File: src/dlcs_params.svh
// Purpose: named offsets, fields, reset values and times of the link register bank
// Assumes: 20 MHz system clock
// Notes: definitions only
`ifndef DLCS_PARAMS_SVH
`define DLCS_PARAMS_SVH

// register offsets
`define DLCS_OFS_CTRL 16'h0100
`define DLCS_OFS_RWOFS 16'h0108
`define DLCS_OFS_STAT 16'h0110

// link control fields
`define DLCS_CTRL_TEMP 1
`define DLCS_CTRL_LOOP_LO 8
`define DLCS_CTRL_LOOP_HI 15
`define DLCS_CTRL_FIFO_LO 16
`define DLCS_CTRL_FIFO_HI 18
`define DLCS_CTRL_JITTER 19
`define DLCS_CTRL_LDTIME 22
`define DLCS_CTRL_ALIAS 24
`define DLCS_CTRL_WMASK 32'h014FFF02

// reset values and delay-reduce limit
`define DLCS_FIFO_DEFAULT 3'h7
`define DLCS_FIFO_REDUCE_MAX 3'h3
`define DLCS_LOOP_RESET 8'h00

// status fields
`define DLCS_STAT_OPER 0
`define DLCS_STAT_WD 1
`define DLCS_STAT_ENH 2
`define DLCS_STAT_LINK_LO 4
`define DLCS_STAT_PORT_LO 8

// times
`define DLCS_CLK_HZ 20000000
`define DLCS_LD_LONG_MS 660
`define DLCS_LD_SHORT_US 80
`define DLCS_TEMP_MS 1000

`endif

File: src/dlcs_pkg.sv
// Purpose: shared types of the link register bank
// Assumes: nothing
// Notes: loop mode codes match the two-bit control field
package dlcs_pkg;
	typedef enum logic [1:0] {
		DLCS_LOOP_AUTO = 2'b00,
		DLCS_LOOP_AUTO_CLOSE = 2'b01,
		DLCS_LOOP_OPEN = 2'b10,
		DLCS_LOOP_CLOSED = 2'b11
	} dlcs_loop_mode_t;

	typedef enum logic [0:0] {
		DLCS_TMP_IDLE = 1'b0,
		DLCS_TMP_ACTIVE = 1'b1
	} dlcs_tmp_state_t;
endpackage : dlcs_pkg

File: src/dlcs_loop_if.sv
// Purpose: carrier between the register bank and one port loop controller
// Assumes: single clock
// Notes: one instance per port
`timescale 1ns/1ps
`default_nettype none
interface dlcs_loop_if;
	import dlcs_pkg::*;
	dlcs_loop_mode_t mode;
	logic mode_wr;
	logic link;
	logic frame_busy;
	logic valid_frame;
	logic closed;
	modport bank (output mode, output mode_wr, output link, output frame_busy,
		output valid_frame, input closed);
	modport port (input mode, input mode_wr, input link, input frame_busy,
		input valid_frame, output closed);
endinterface : dlcs_loop_if
`default_nettype wire

File: src/dlcs_loop_port.sv
// Purpose: loop open/closed decision of one port
// Assumes: frame_busy high while a frame is received or sent on the port
// Notes: new settings wait for the end of the current frame
`timescale 1ns/1ps
`default_nettype none
module dlcs_loop_port
	import dlcs_pkg::*;
(
	// clock and reset
	input wire logic ref_clk,
	input wire logic rst,
	// bank side
	dlcs_loop_if.port lp
);
	dlcs_loop_mode_t mode_reg, mode_next;
	logic closed_reg, closed_next;
	logic rearm_reg, rearm_next;

	always_comb begin
		mode_next = mode_reg;
		closed_next = closed_reg;
		rearm_next = rearm_reg | lp.mode_wr;
		if (!lp.frame_busy) begin
			mode_next = lp.mode;
			case (mode_reg)
				DLCS_LOOP_AUTO: begin
					closed_next = !lp.link;
				end
				DLCS_LOOP_AUTO_CLOSE: begin
					if (!lp.link) begin
						closed_next = 1'b1;
					end else if (rearm_reg || lp.valid_frame) begin
						closed_next = 1'b0;
					end
				end
				DLCS_LOOP_OPEN: begin
					closed_next = 1'b0;
				end
				DLCS_LOOP_CLOSED: begin
					closed_next = 1'b1;
				end
				default: begin
					closed_next = 1'b1;
				end
			endcase
			rearm_next = lp.mode_wr;
		end
		// a rewrite made while the link is down is dropped
		if (!lp.link) begin
			rearm_next = 1'b0;
		end
	end

	always_ff @(posedge ref_clk) begin
		if (rst) begin
			mode_reg <= DLCS_LOOP_AUTO;
			closed_reg <= 1'b1;
			rearm_reg <= 1'b0;
		end else begin
			mode_reg <= mode_next;
			closed_reg <= closed_next;
			rearm_reg <= rearm_next;
		end
	end

	assign lp.closed = closed_reg;
endmodule : dlcs_loop_port
`default_nettype wire

File: src/dlcs_regs.sv
// Purpose: link-layer control, read/write offset and status registers
// Assumes: network side writes, host interface only reads; reads answer next cycle
// Notes: long timer counts are parameters so simulation can shorten them
`timescale 1ns/1ps
`default_nettype none
`include "dlcs_params.svh"
module dlcs_regs
	import dlcs_pkg::*;
#(
	parameter int unsigned LD_LONG_CYC = `DLCS_LD_LONG_MS * (`DLCS_CLK_HZ / 1000),
	parameter int unsigned TEMP_CYC = `DLCS_TEMP_MS * (`DLCS_CLK_HZ / 1000)
) (
	// clock and reset
	input wire logic ref_clk,
	input wire logic rst,
	// network side register port
	input wire logic [15:0] net_addr,
	input wire logic net_wr,
	input wire logic net_rd,
	input wire logic [31:0] net_wdata,
	output logic [31:0] net_rdata,
	// host interface register port
	input wire logic [15:0] hif_addr,
	input wire logic hif_rd,
	output logic [31:0] hif_rdata,
	// configuration memory load
	input wire logic eep_load,
	input wire logic [2:0] eep_rx_fifo_size,
	input wire logic eep_enh_link,
	// port and host state
	input wire logic hif_cfg_ok,
	input wire logic hif_wd_reloaded,
	input wire logic [3:0] port_link,
	input wire logic [3:0] port_comm,
	input wire logic [3:0] port_frame_busy,
	input wire logic [3:0] port_valid_frame,
	output logic [3:0] port_loop_closed,
	// receive path
	input wire logic rx_fifo_half_full,
	output logic rx_fwd_enable,
	output logic rx_delay_reduce,
	output logic phy_low_jitter,
	// remote link-down signalling
	input wire logic remote_link_down_req,
	output logic remote_link_down,
	// command address handling
	input wire logic cmd_valid,
	input wire logic cmd_configured,
	input wire logic [15:0] cmd_addr,
	input wire logic [15:0] station_addr,
	input wire logic [15:0] station_alias,
	output logic cmd_addr_match,
	output logic [15:0] cmd_rd_addr,
	output logic [15:0] cmd_wr_addr,
	// events and gating
	output logic net_evt_status_clr,
	output logic pdram_access_ok
);
	localparam int unsigned LD_SHORT_CYC = `DLCS_LD_SHORT_US * (`DLCS_CLK_HZ / 1000000);
	localparam int CW = 25;

	// control state
	logic [31:0] ctrl_reg, ctrl_next;
	logic [15:0] rwofs_reg, rwofs_next;
	logic first_load_reg, first_load_next;
	logic enh_link_reg, enh_link_next;
	logic [7:0] loop_save_reg, loop_save_next;
	dlcs_tmp_state_t tmp_reg, tmp_next;
	logic [CW-1:0] tmp_cnt_reg, tmp_cnt_next;
	logic [CW-1:0] ld_cnt_reg, ld_cnt_next;
	logic [3:0] loop_wr_reg, loop_wr_next;

	// output registers
	logic [31:0] net_rdata_reg, net_rdata_next;
	logic [31:0] hif_rdata_reg, hif_rdata_next;
	logic [3:0] closed_reg, closed_next;
	logic fwd_reg, fwd_next;
	logic ld_out_reg, ld_out_next;
	logic match_reg, match_next;
	logic [15:0] rd_addr_reg, rd_addr_next;
	logic [15:0] wr_addr_reg, wr_addr_next;
	logic evt_clr_reg, evt_clr_next;
	logic pdram_reg, pdram_next;

	logic [15:0] status;
	logic [3:0] loop_closed_w;
	logic ctrl_wr;

	// per-port loop controllers
	genvar gi;
	generate
		for (gi = 0; gi < 4; gi++) begin : g_port
			dlcs_loop_if lpi ();
			assign lpi.mode = dlcs_loop_mode_t'(ctrl_reg[`DLCS_CTRL_LOOP_LO + 2*gi +: 2]);
			assign lpi.mode_wr = loop_wr_reg[gi];
			assign lpi.link = port_link[gi];
			assign lpi.frame_busy = port_frame_busy[gi];
			assign lpi.valid_frame = port_valid_frame[gi];
			assign loop_closed_w[gi] = lpi.closed;
			dlcs_loop_port u_port (
				.ref_clk(ref_clk),
				.rst(rst),
				.lp(lpi.port)
			);
		end
	endgenerate

	assign ctrl_wr = net_wr && (net_addr == `DLCS_OFS_CTRL);

	always_comb begin
		status = 16'h0000;
		status[`DLCS_STAT_OPER] = hif_cfg_ok;
		status[`DLCS_STAT_WD] = hif_wd_reloaded;
		status[`DLCS_STAT_ENH] = enh_link_reg;
		status[`DLCS_STAT_LINK_LO +: 4] = port_link;
		for (int n = 0; n < 4; n++) begin
			status[`DLCS_STAT_PORT_LO + 2*n] = closed_reg[n];
			status[`DLCS_STAT_PORT_LO + 2*n + 1] = port_comm[n];
		end
	end

	// register file, temporary loop settings, link-down timer
	always_comb begin
		ctrl_next = ctrl_reg;
		rwofs_next = rwofs_reg;
		first_load_next = first_load_reg;
		enh_link_next = enh_link_reg;
		loop_save_next = loop_save_reg;
		tmp_next = tmp_reg;
		tmp_cnt_next = tmp_cnt_reg;
		ld_cnt_next = ld_cnt_reg;
		loop_wr_next = 4'h0;
		if (eep_load && first_load_reg) begin
			ctrl_next[`DLCS_CTRL_FIFO_HI:`DLCS_CTRL_FIFO_LO] = eep_rx_fifo_size;
			enh_link_next = eep_enh_link;
			first_load_next = 1'b0;
		end
		case (tmp_reg)
			DLCS_TMP_IDLE: begin
				tmp_cnt_next = '0;
			end
			DLCS_TMP_ACTIVE: begin
				if (tmp_cnt_reg >= CW'(TEMP_CYC - 1)) begin
					ctrl_next[`DLCS_CTRL_LOOP_HI:`DLCS_CTRL_LOOP_LO] = loop_save_reg;
					ctrl_next[`DLCS_CTRL_TEMP] = 1'b0;
					tmp_next = DLCS_TMP_IDLE;
				end else begin
					tmp_cnt_next = tmp_cnt_reg + 1'b1;
				end
			end
			default: begin
				tmp_next = DLCS_TMP_IDLE;
			end
		endcase
		if (ctrl_wr) begin
			ctrl_next = (net_wdata & `DLCS_CTRL_WMASK);
			if (first_load_reg == 1'b0 && eep_load) begin
				ctrl_next[`DLCS_CTRL_FIFO_HI:`DLCS_CTRL_FIFO_LO] = net_wdata[`DLCS_CTRL_FIFO_HI:`DLCS_CTRL_FIFO_LO];
			end
			loop_wr_next = 4'hF;
			if (net_wdata[`DLCS_CTRL_TEMP]) begin
				if (tmp_reg == DLCS_TMP_IDLE) begin
					loop_save_next = ctrl_reg[`DLCS_CTRL_LOOP_HI:`DLCS_CTRL_LOOP_LO];
				end
				tmp_next = DLCS_TMP_ACTIVE;
				tmp_cnt_next = '0;
			end else begin
				tmp_next = DLCS_TMP_IDLE;
			end
		end
		if (net_wr && (net_addr == `DLCS_OFS_RWOFS)) begin
			rwofs_next = net_wdata[15:0];
		end
		// remote link-down held for the selected time
		if (remote_link_down_req) begin
			ld_cnt_next = ctrl_reg[`DLCS_CTRL_LDTIME] ? CW'(LD_SHORT_CYC) : CW'(LD_LONG_CYC);
		end else if (ld_cnt_reg != '0) begin
			ld_cnt_next = ld_cnt_reg - 1'b1;
		end
	end

	// outputs
	always_comb begin
		net_rdata_next = 32'h0000_0000;
		hif_rdata_next = 32'h0000_0000;
		if (net_rd) begin
			case (net_addr)
				`DLCS_OFS_CTRL: net_rdata_next = ctrl_reg;
				`DLCS_OFS_RWOFS: net_rdata_next = {16'h0000, rwofs_reg};
				`DLCS_OFS_STAT: net_rdata_next = {16'h0000, status};
				default: net_rdata_next = 32'h0000_0000;
			endcase
		end
		if (hif_rd) begin
			case (hif_addr)
				`DLCS_OFS_CTRL: hif_rdata_next = ctrl_reg;
				`DLCS_OFS_RWOFS: hif_rdata_next = {16'h0000, rwofs_reg};
				`DLCS_OFS_STAT: hif_rdata_next = {16'h0000, status};
				default: hif_rdata_next = 32'h0000_0000;
			endcase
		end
		evt_clr_next = net_rd && (net_addr == `DLCS_OFS_STAT);
		closed_next = loop_closed_w;
		fwd_next = rx_fifo_half_full;
		ld_out_next = (ld_cnt_next != '0);
		match_next = 1'b0;
		if (cmd_valid && cmd_configured) begin
			match_next = (cmd_addr == station_addr) ||
				(ctrl_reg[`DLCS_CTRL_ALIAS] && (cmd_addr == station_alias));
		end
		rd_addr_next = cmd_addr;
		wr_addr_next = 16'(cmd_addr + rwofs_reg);
		pdram_next = hif_cfg_ok;
	end

	always_ff @(posedge ref_clk) begin
		if (rst) begin
			ctrl_reg <= {7'h00, 1'b0, 1'b0, 1'b0, 2'b00, 1'b0, `DLCS_FIFO_DEFAULT,
				`DLCS_LOOP_RESET, 8'h00};
			rwofs_reg <= 16'h0000;
			first_load_reg <= 1'b1;
			enh_link_reg <= 1'b0;
			loop_save_reg <= `DLCS_LOOP_RESET;
			tmp_reg <= DLCS_TMP_IDLE;
			tmp_cnt_reg <= '0;
			ld_cnt_reg <= '0;
			loop_wr_reg <= 4'h0;
			net_rdata_reg <= 32'h0000_0000;
			hif_rdata_reg <= 32'h0000_0000;
			closed_reg <= 4'hF;
			fwd_reg <= 1'b0;
			ld_out_reg <= 1'b0;
			match_reg <= 1'b0;
			rd_addr_reg <= 16'h0000;
			wr_addr_reg <= 16'h0000;
			evt_clr_reg <= 1'b0;
			pdram_reg <= 1'b0;
		end else begin
			ctrl_reg <= ctrl_next;
			rwofs_reg <= rwofs_next;
			first_load_reg <= first_load_next;
			enh_link_reg <= enh_link_next;
			loop_save_reg <= loop_save_next;
			tmp_reg <= tmp_next;
			tmp_cnt_reg <= tmp_cnt_next;
			ld_cnt_reg <= ld_cnt_next;
			loop_wr_reg <= loop_wr_next;
			net_rdata_reg <= net_rdata_next;
			hif_rdata_reg <= hif_rdata_next;
			closed_reg <= closed_next;
			fwd_reg <= fwd_next;
			ld_out_reg <= ld_out_next;
			match_reg <= match_next;
			rd_addr_reg <= rd_addr_next;
			wr_addr_reg <= wr_addr_next;
			evt_clr_reg <= evt_clr_next;
			pdram_reg <= pdram_next;
		end
	end

	// sizes 0 to 3 trim the receive delay
	logic delay_red_reg;
	always_ff @(posedge ref_clk) begin
		if (rst) begin
			delay_red_reg <= 1'b0;
		end else begin
			delay_red_reg <= (ctrl_next[`DLCS_CTRL_FIFO_HI:`DLCS_CTRL_FIFO_LO] <=
				`DLCS_FIFO_REDUCE_MAX);
		end
	end

	logic jitter_reg;
	always_ff @(posedge ref_clk) begin
		if (rst) begin
			jitter_reg <= 1'b0;
		end else begin
			jitter_reg <= ctrl_next[`DLCS_CTRL_JITTER];
		end
	end

	assign net_rdata = net_rdata_reg;
	assign hif_rdata = hif_rdata_reg;
	assign port_loop_closed = closed_reg;
	assign rx_fwd_enable = fwd_reg;
	assign rx_delay_reduce = delay_red_reg;
	assign phy_low_jitter = jitter_reg;
	assign remote_link_down = ld_out_reg;
	assign cmd_addr_match = match_reg;
	assign cmd_rd_addr = rd_addr_reg;
	assign cmd_wr_addr = wr_addr_reg;
	assign net_evt_status_clr = evt_clr_reg;
	assign pdram_access_ok = pdram_reg;
endmodule : dlcs_regs
`default_nettype wire

File: config.mk
export PLATFORM = sky130hd
export DESIGN_NAME = dlcs_regs
export DESIGN_NICKNAME = d
export VERILOG_FILES = /design/src/dlcs_pkg.sv /design/src/dlcs_loop_if.sv /design/src/dlcs_loop_port.sv /design/src/dlcs_regs.sv
export VERILOG_INCLUDE_DIRS = /design/src
export SDC_FILE = /design/constraint.sdc
export NUM_CORES = 1
export LEC_CHECK = 0
export BUFFER_PORTS_ARGS = -buffer_cell sky130_fd_sc_hd__buf_2
export CORE_ASPECT_RATIO = 1.2
export CORE_UTILIZATION = 52
export DETAILED_ROUTE_END_ITERATION = 10
export PLACE_DENSITY = 0.87
export SYNTH_ARGS = -nofsm -noshare
export SYNTH_HDL_FRONTEND = slang
export SYNTH_SLANG_ARGS = --single-unit
File: constraint.sdc
create_clock -name ref_clk -period 3.38 [get_ports ref_clk]
set_input_delay 0 -clock ref_clk [delete_from_list [all_inputs] [get_ports ref_clk]]
set_output_delay 0 -clock ref_clk [all_outputs]
set_load 0.1 [all_outputs]
# Word-level counts from Yosys, hierarchy flattened
# Index checks and enable logic that the tools add are counted.
[classes]
add_sub_neg = 3
order_cmp = 2
eq_ne = 24
muxes = 36
bitwise = 16
reduce_logical = 36
[op_table]
columns = ["op", "n"]
rows = [
  ["25-bit one-hot mux with 3 select lines", 2],
  ["25-bit 2-to-1 mux", 5],
  ["16-bit by 9-bit == test with 1-bit output (second input constant)", 6],
  ["25-bit one-hot mux with 2 select lines", 1],
  ["25-bit nonzero test", 2],
  ["16-bit == test", 2],
  ["25-bit by 1-bit adder with 25-bit output (second input constant)", 1],
  ["25-bit >= comparator (second input constant)", 1],
  ["25-bit by 1-bit subtractor with 25-bit output (second input constant)", 1],
  ["24-bit 2-to-1 mux", 1],
  ["20-bit 2-to-1 mux", 1],
  ["1-bit 2-to-1 mux", 18],
  ["16-bit adder", 1],
  ["2-bit == test (second input constant)", 8],
  ["8-bit 2-to-1 mux", 2],
  ["1-bit one-hot mux with 4 select lines", 4],
  ["2-bit OR reduction", 7],
  ["3-bit by 2-bit != test with 1-bit output (second input constant)", 4],
  ["1-bit inverter", 12],
  ["2-bit AND reduction", 5],
  ["2-bit by 1-bit == test with 1-bit output (second input constant)", 4],
  ["2-bit logical NOT", 4],
  ["1-bit logical AND", 6],
  ["1-bit logical OR", 5],
  ["other kinds (7)", 14],
]
[word_totals]
register_bits = 219
out_inout_bits = 107
word_cells = 152

# Logic depth before layout (Yosys ltp)
[logic_depth]
depth_word = 5
depth_mapped = 11
ltp_nobuf = 10

# Modules after synthesis
# A second synthesis with hierarchy kept.
[unflattened]
cells_unflattened = 975
area_unflattened_um2 = 8737.1
[by_module_without_submodules]
columns = ["module", "n_inst", "cells_each", "area_per_inst_um2"]
rows = [
  ["dlcs_regs", 1, 911, 8126.5],
  ["dlcs_loop_port", 4, 16, 152.6],
]

# Worst setup path before layout
# OpenSTA, ideal clock, no wires.
[synth_path]
path_type = "flip-flop to flip-flop"
start = "register ld_cnt_reg[0]"
end = "register ld_out_reg (netlist: remote_link_down)"
setup_ns = 0.142
t_arrival_ns = 2.572
slack_ns = 0.666
stages_incl_launch_ff = 11
path_buffers = 1
path_cell_list = "dfxtp_1 -> inv_1 -> ha_1 -> clkbuf_1 -> or4b_2 -> nor4_1 -> o211ai_1 -> xor2_1 -> o311ai_0 -> nor4_1 -> a41oi_2"
[synth_via]
elab_chain_len = 4
elab_cells_between_ends = 5
[synth_lines]
columns = ["item", "line_no", "text"]
rows = [
  ["start, declared", "dlcs_regs.sv:70", "logic [CW-1:0] ld_cnt_reg, ld_cnt_next;"],
  ["start signal, assigned", "dlcs_regs.sv:246", "ld_cnt_reg <= ld_cnt_next;"],
  ["25-bit by 1-bit subtractor with 25-bit output or 25-bit nonzero test (tied branches)", "dlcs_regs.sv:178, dlcs_regs.sv:177", ""],
  ["25-bit 2-to-1 mux (*)", "dlcs_regs.sv:177", "end else if (ld_cnt_reg != '0) begin"],
  ["25-bit 2-to-1 mux (*)", "dlcs_regs.sv:175", "if (remote_link_down_req) begin"],
  ["25-bit nonzero test (*)", "dlcs_regs.sv:205", "ld_out_next = (ld_cnt_next != '0);"],
  ["end signal, assigned", "dlcs_regs.sv:252", "ld_out_reg <= ld_out_next;"],
  ["end, declared", "dlcs_regs.sv:78", "logic ld_out_reg, ld_out_next;"],
]
# Mark *: on every way between the ends. The rest lies on a longest branch, timed or not.
# A chain may end at the register's enable or synchronous reset.

# Final worst setup path
[layout_path]
start = "register rwofs_reg[1]"
end = "register wr_addr_reg[15] (netlist: cmd_wr_addr[15])"
[layout_via]
elab_chain_len = 1
[layout_lines]
columns = ["item", "line_no", "text"]
rows = [
  ["start, declared", "dlcs_regs.sv:64", "logic [15:0] rwofs_reg, rwofs_next;"],
  ["start signal, assigned", "dlcs_regs.sv:240", "rwofs_reg <= rwofs_next;"],
  ["16-bit adder", "dlcs_regs.sv:212", "wr_addr_next = 16'(cmd_addr + rwofs_reg);"],
  ["end signal, assigned", "dlcs_regs.sv:255", "wr_addr_reg <= wr_addr_next;"],
  ["end, declared", "dlcs_regs.sv:81", "logic [15:0] wr_addr_reg, wr_addr_next;"],
]
# Every way passes these cells.

==> results.py <==
metrics = {
    "run_status": {
        "status": "completed",
    },
    "setup_path": {
        "worst-setup-path-type": "reg2reg",
        "worstSetupStartpointType": "register",
        "crit_fanout": 5,
        "critical_path_arrival_ps": 3390,
        "worst_ep_required_time_ps": 3700,
        "cp-end-kind": "register",
    },
    "layout": {
        "nets": 1439,
        "final_area_sq_um": 11370,
        "areaGrowthSynthToFinish_pct": 28.58,
        "final_core_util_pct": 69.34,
        "fill_cells": 1161,
        "drive_gt1_share_pct": 23.18,
    },
    "synthesis": {
        "synth_edf_count": 0,
        "ys_seq_elements": 195,
        "synthDistinctLibCells": 66,
        "synthFlopType": "dfxtp_1",
        "netlist_instances": 999,
        "syn_area_sq_um": 8845,
        "syn_avg_cell_area_sq_um": 8.854,
        "synth_seq_area_share_pct": 44.14,
        "synth_top_cell_by_area": "dfxtp_1",
        "async_reset_ff_share_pct": 0,
        "synth_area_leaders": "dfxtp_1 44%, nor2_1 6.6%, xnor2_1 4.8%",
        "yosys_warnings": 0,
        "yosysTopAreaCellShare_pct": 44.14,
    },
    "job": {
        "cap_violations": 0,
    },
    "clock_tree": {
        "clkSlewWorstSetupHoldPaths_ps": 70,
        "ctsResizeCount": 0,
        "cts.sinks": 195,
        "insertion_delay_ps": 440,
        "htreeDepth": 4,
        "cts_tree": "done",
        "cts-root-buf": "clkbuf_16",
        "cts_buffers": 17,
        "clockBufferDepth": 2,
    },
    "place": {
        "postPlaceCellArea_sq_um": 10060,
        "hpwl_um": 17780,
        "io_buffers": 220,
        "place_ws_ps": 479.4,
        "gp_congestion": 0.9095,
    },
    "sta": {
        "tightest_slew_ps": 1057,
        "drv_slew": 0,
        "finalHoldViolCount": 0,
        "setup_violations": 0,
        "fin_crit_ps": 3068,
        "fin_skew_ps": 10.82,
        "max_freq_mhz": 325.9,
        "fin_crit_sh_pct": 90.78,
        "slew_headroom_pct": 29.39,
        "setup_ws_ps": 311.6,
        "setup_tns_ps": 0,
        "rsz0062_at_grt": "no",
    },
    "die": {
        "die_y_um": 144.9,
        "num_io_pins": 251,
        "start_util_pct": 53.93,
        "dieWidth_um": 121.1,
        "die_area_sq_um": 17540,
        "core_sq_um": 16400,
        "fp-row-count": 51,
    },
    "route": {
        "drt_pass1_iterations": 6,
        "vias_per_cell": 5.666,
        "antenna_left": 0,
        "wirelength_um": 26710,
        "drc_errors": 0,
        "vias": 8527,
        "wl_per_cell_um": 17.75,
        "drtIter0Drc": 841,
    },
    "global_route": {
        "grt_max_degree": 61,
        "grt_pass1_wl_um": 41450,
        "gr-total-overflow": 0,
        "grt_pass1_vias": 8401,
        "antenna_found_initial": 2,
        "grtUsageTotal_pct": 30.71,
    },
    "power_and_ir_drop": {
        "ir_drop_mv": 0.4846,
        "p_leak_nw": 4.854,
        "power_mw": 5.272,
        "power_density_nw_per_um2": 463.6,
    },
    "min_path": {
        "holdCritPathClass": "in2reg",
    },
}
[power by group]
group          switching, mW  total [mW]  leakage [nW]  internal, mW
sequential            0.0441        2.39          1.59          2.35
clock                  0.939        2.04         0.300          1.11
combinational          0.565       0.835          2.97         0.270
[critical path, cell delays in order (launching register included)]
cell	delay (ps)
dfxtp_1	460
ha_1	280
a21oi_1	220
o211ai_1	200
o41ai_1	590
o31ai_1	210
o41ai_1	470
o21ai_0	230
mux2_2	300
[metal layers]
metal	track usage, %	vias to the layer above	part of all wire [%]	wire (um)
met4	17.67	0	4.7	1244
met1	33.91	3953	38	10090
li1	-	4020	-	-
met5	0	-	0	0
met2	54.05	452	50	13340
met3	7.092	102	7.6	2035
[cells by family after synthesis]
family / share of synthesized area (%)
compound gates: 11.74
xor+xnor: 7.526
fa+ha+maj: 2.631
buf+inv: 4.951
flops: 44.14
mux: 4.442
other cells: 0.04240
simple gates: 24.53
[stage by stage]
stage / std cells / hold WS (ps)
floorplan: 1018 / 118.3
global placement: 1400 / 214.3
detailed placement: 1400 / 223.0
CTS: 1502 / 0.6223
global route: 1503 / 14.77
finish: 1505 / 9.595
[layout make-up]
| class | instances | area, sq um | area share (%) |
|---|---|---|---|
| multi-input combinational | 735 | 4584 | 40.31 |
| sequential | 195 | 3904 | 34.33 |
| timing repair buffer | 306 | 1924 | 16.92 |
| clock buffer | 20 | 466.7 | 4.104 |
| tap | 212 | 265.3 | 2.332 |
| clock inverter | 12 | 137.6 | 1.210 |
| inverter | 22 | 82.58 | 0.7261 |
| antenna | 3 | 7.507 | 0.06601 |
[synthesized netlist by cell type (4+ instances only)]
| master | number |
|---|---|
| o211ai_1 | 7 |
| nor3b_1 | 13 |
| o41ai_1 | 4 |
| nor2_1 | 156 |
| nor4_2 | 4 |
| o21ai_0 | 15 |
| a21o_1 | 4 |
| nand4_1 | 14 |
| ha_1 | 17 |
| and2_1 | 14 |
| nor2b_1 | 24 |
| xnor2_1 | 48 |
| a22oi_1 | 12 |
| or2_2 | 10 |
| xor2_1 | 28 |
| or3_1 | 4 |
| clkbuf_1 | 36 |
| inv_1 | 22 |
| dfxtp_1 | 195 |
| o31ai_1 | 7 |
| nor4_1 | 18 |
| nand3_1 | 41 |
| or4_1 | 9 |
| a222oi_1 | 9 |
| o31a_1 | 4 |
| nand2b_1 | 8 |
| a31oi_1 | 5 |
| mux2i_1 | 37 |
| nor3_1 | 24 |
| buf_4 | 22 |
| nand2_1 | 59 |
| a21oi_1 | 55 |
| a211oi_1 | 10 |
| o21a_1 | 4 |
| and3_1 | 10 |
[cell usage in the layout, fill, tap and decap left out, drive strengths merged, types with 20 or more instances in the layout]
cell type	instances
buf	236
dfxtp	195
nor2	157
dlygate4sd3	70
nand2	59
a21oi	55
xnor2	48
nand3	41
mux2i	37
xor2	28
inv	27
nor3	25
nor2b	24
nor4	22
conb	20
clkbuf	20
[worst paths after layout]
kind                              end                  startpoint  cells past startpoint  slack, ps
setup / recovery      cmd_wr_addr[15]                rwofs_reg[1]                      8        310
hold / removal     net_evt_status_clr                 net_addr[9]                      4         10
setup reg to reg      cmd_wr_addr[15]                rwofs_reg[1]                      8        310
hold reg to reg   port_loop_closed[1]  g_port[1].u_port.lp.closed                      1        440
[what timing repair did]
item,CTS,global route
buffers inserted,0,0
endpoints found under the hold margin,92,0
hold buffers,70,0
(Power assumes the default switching activity.)
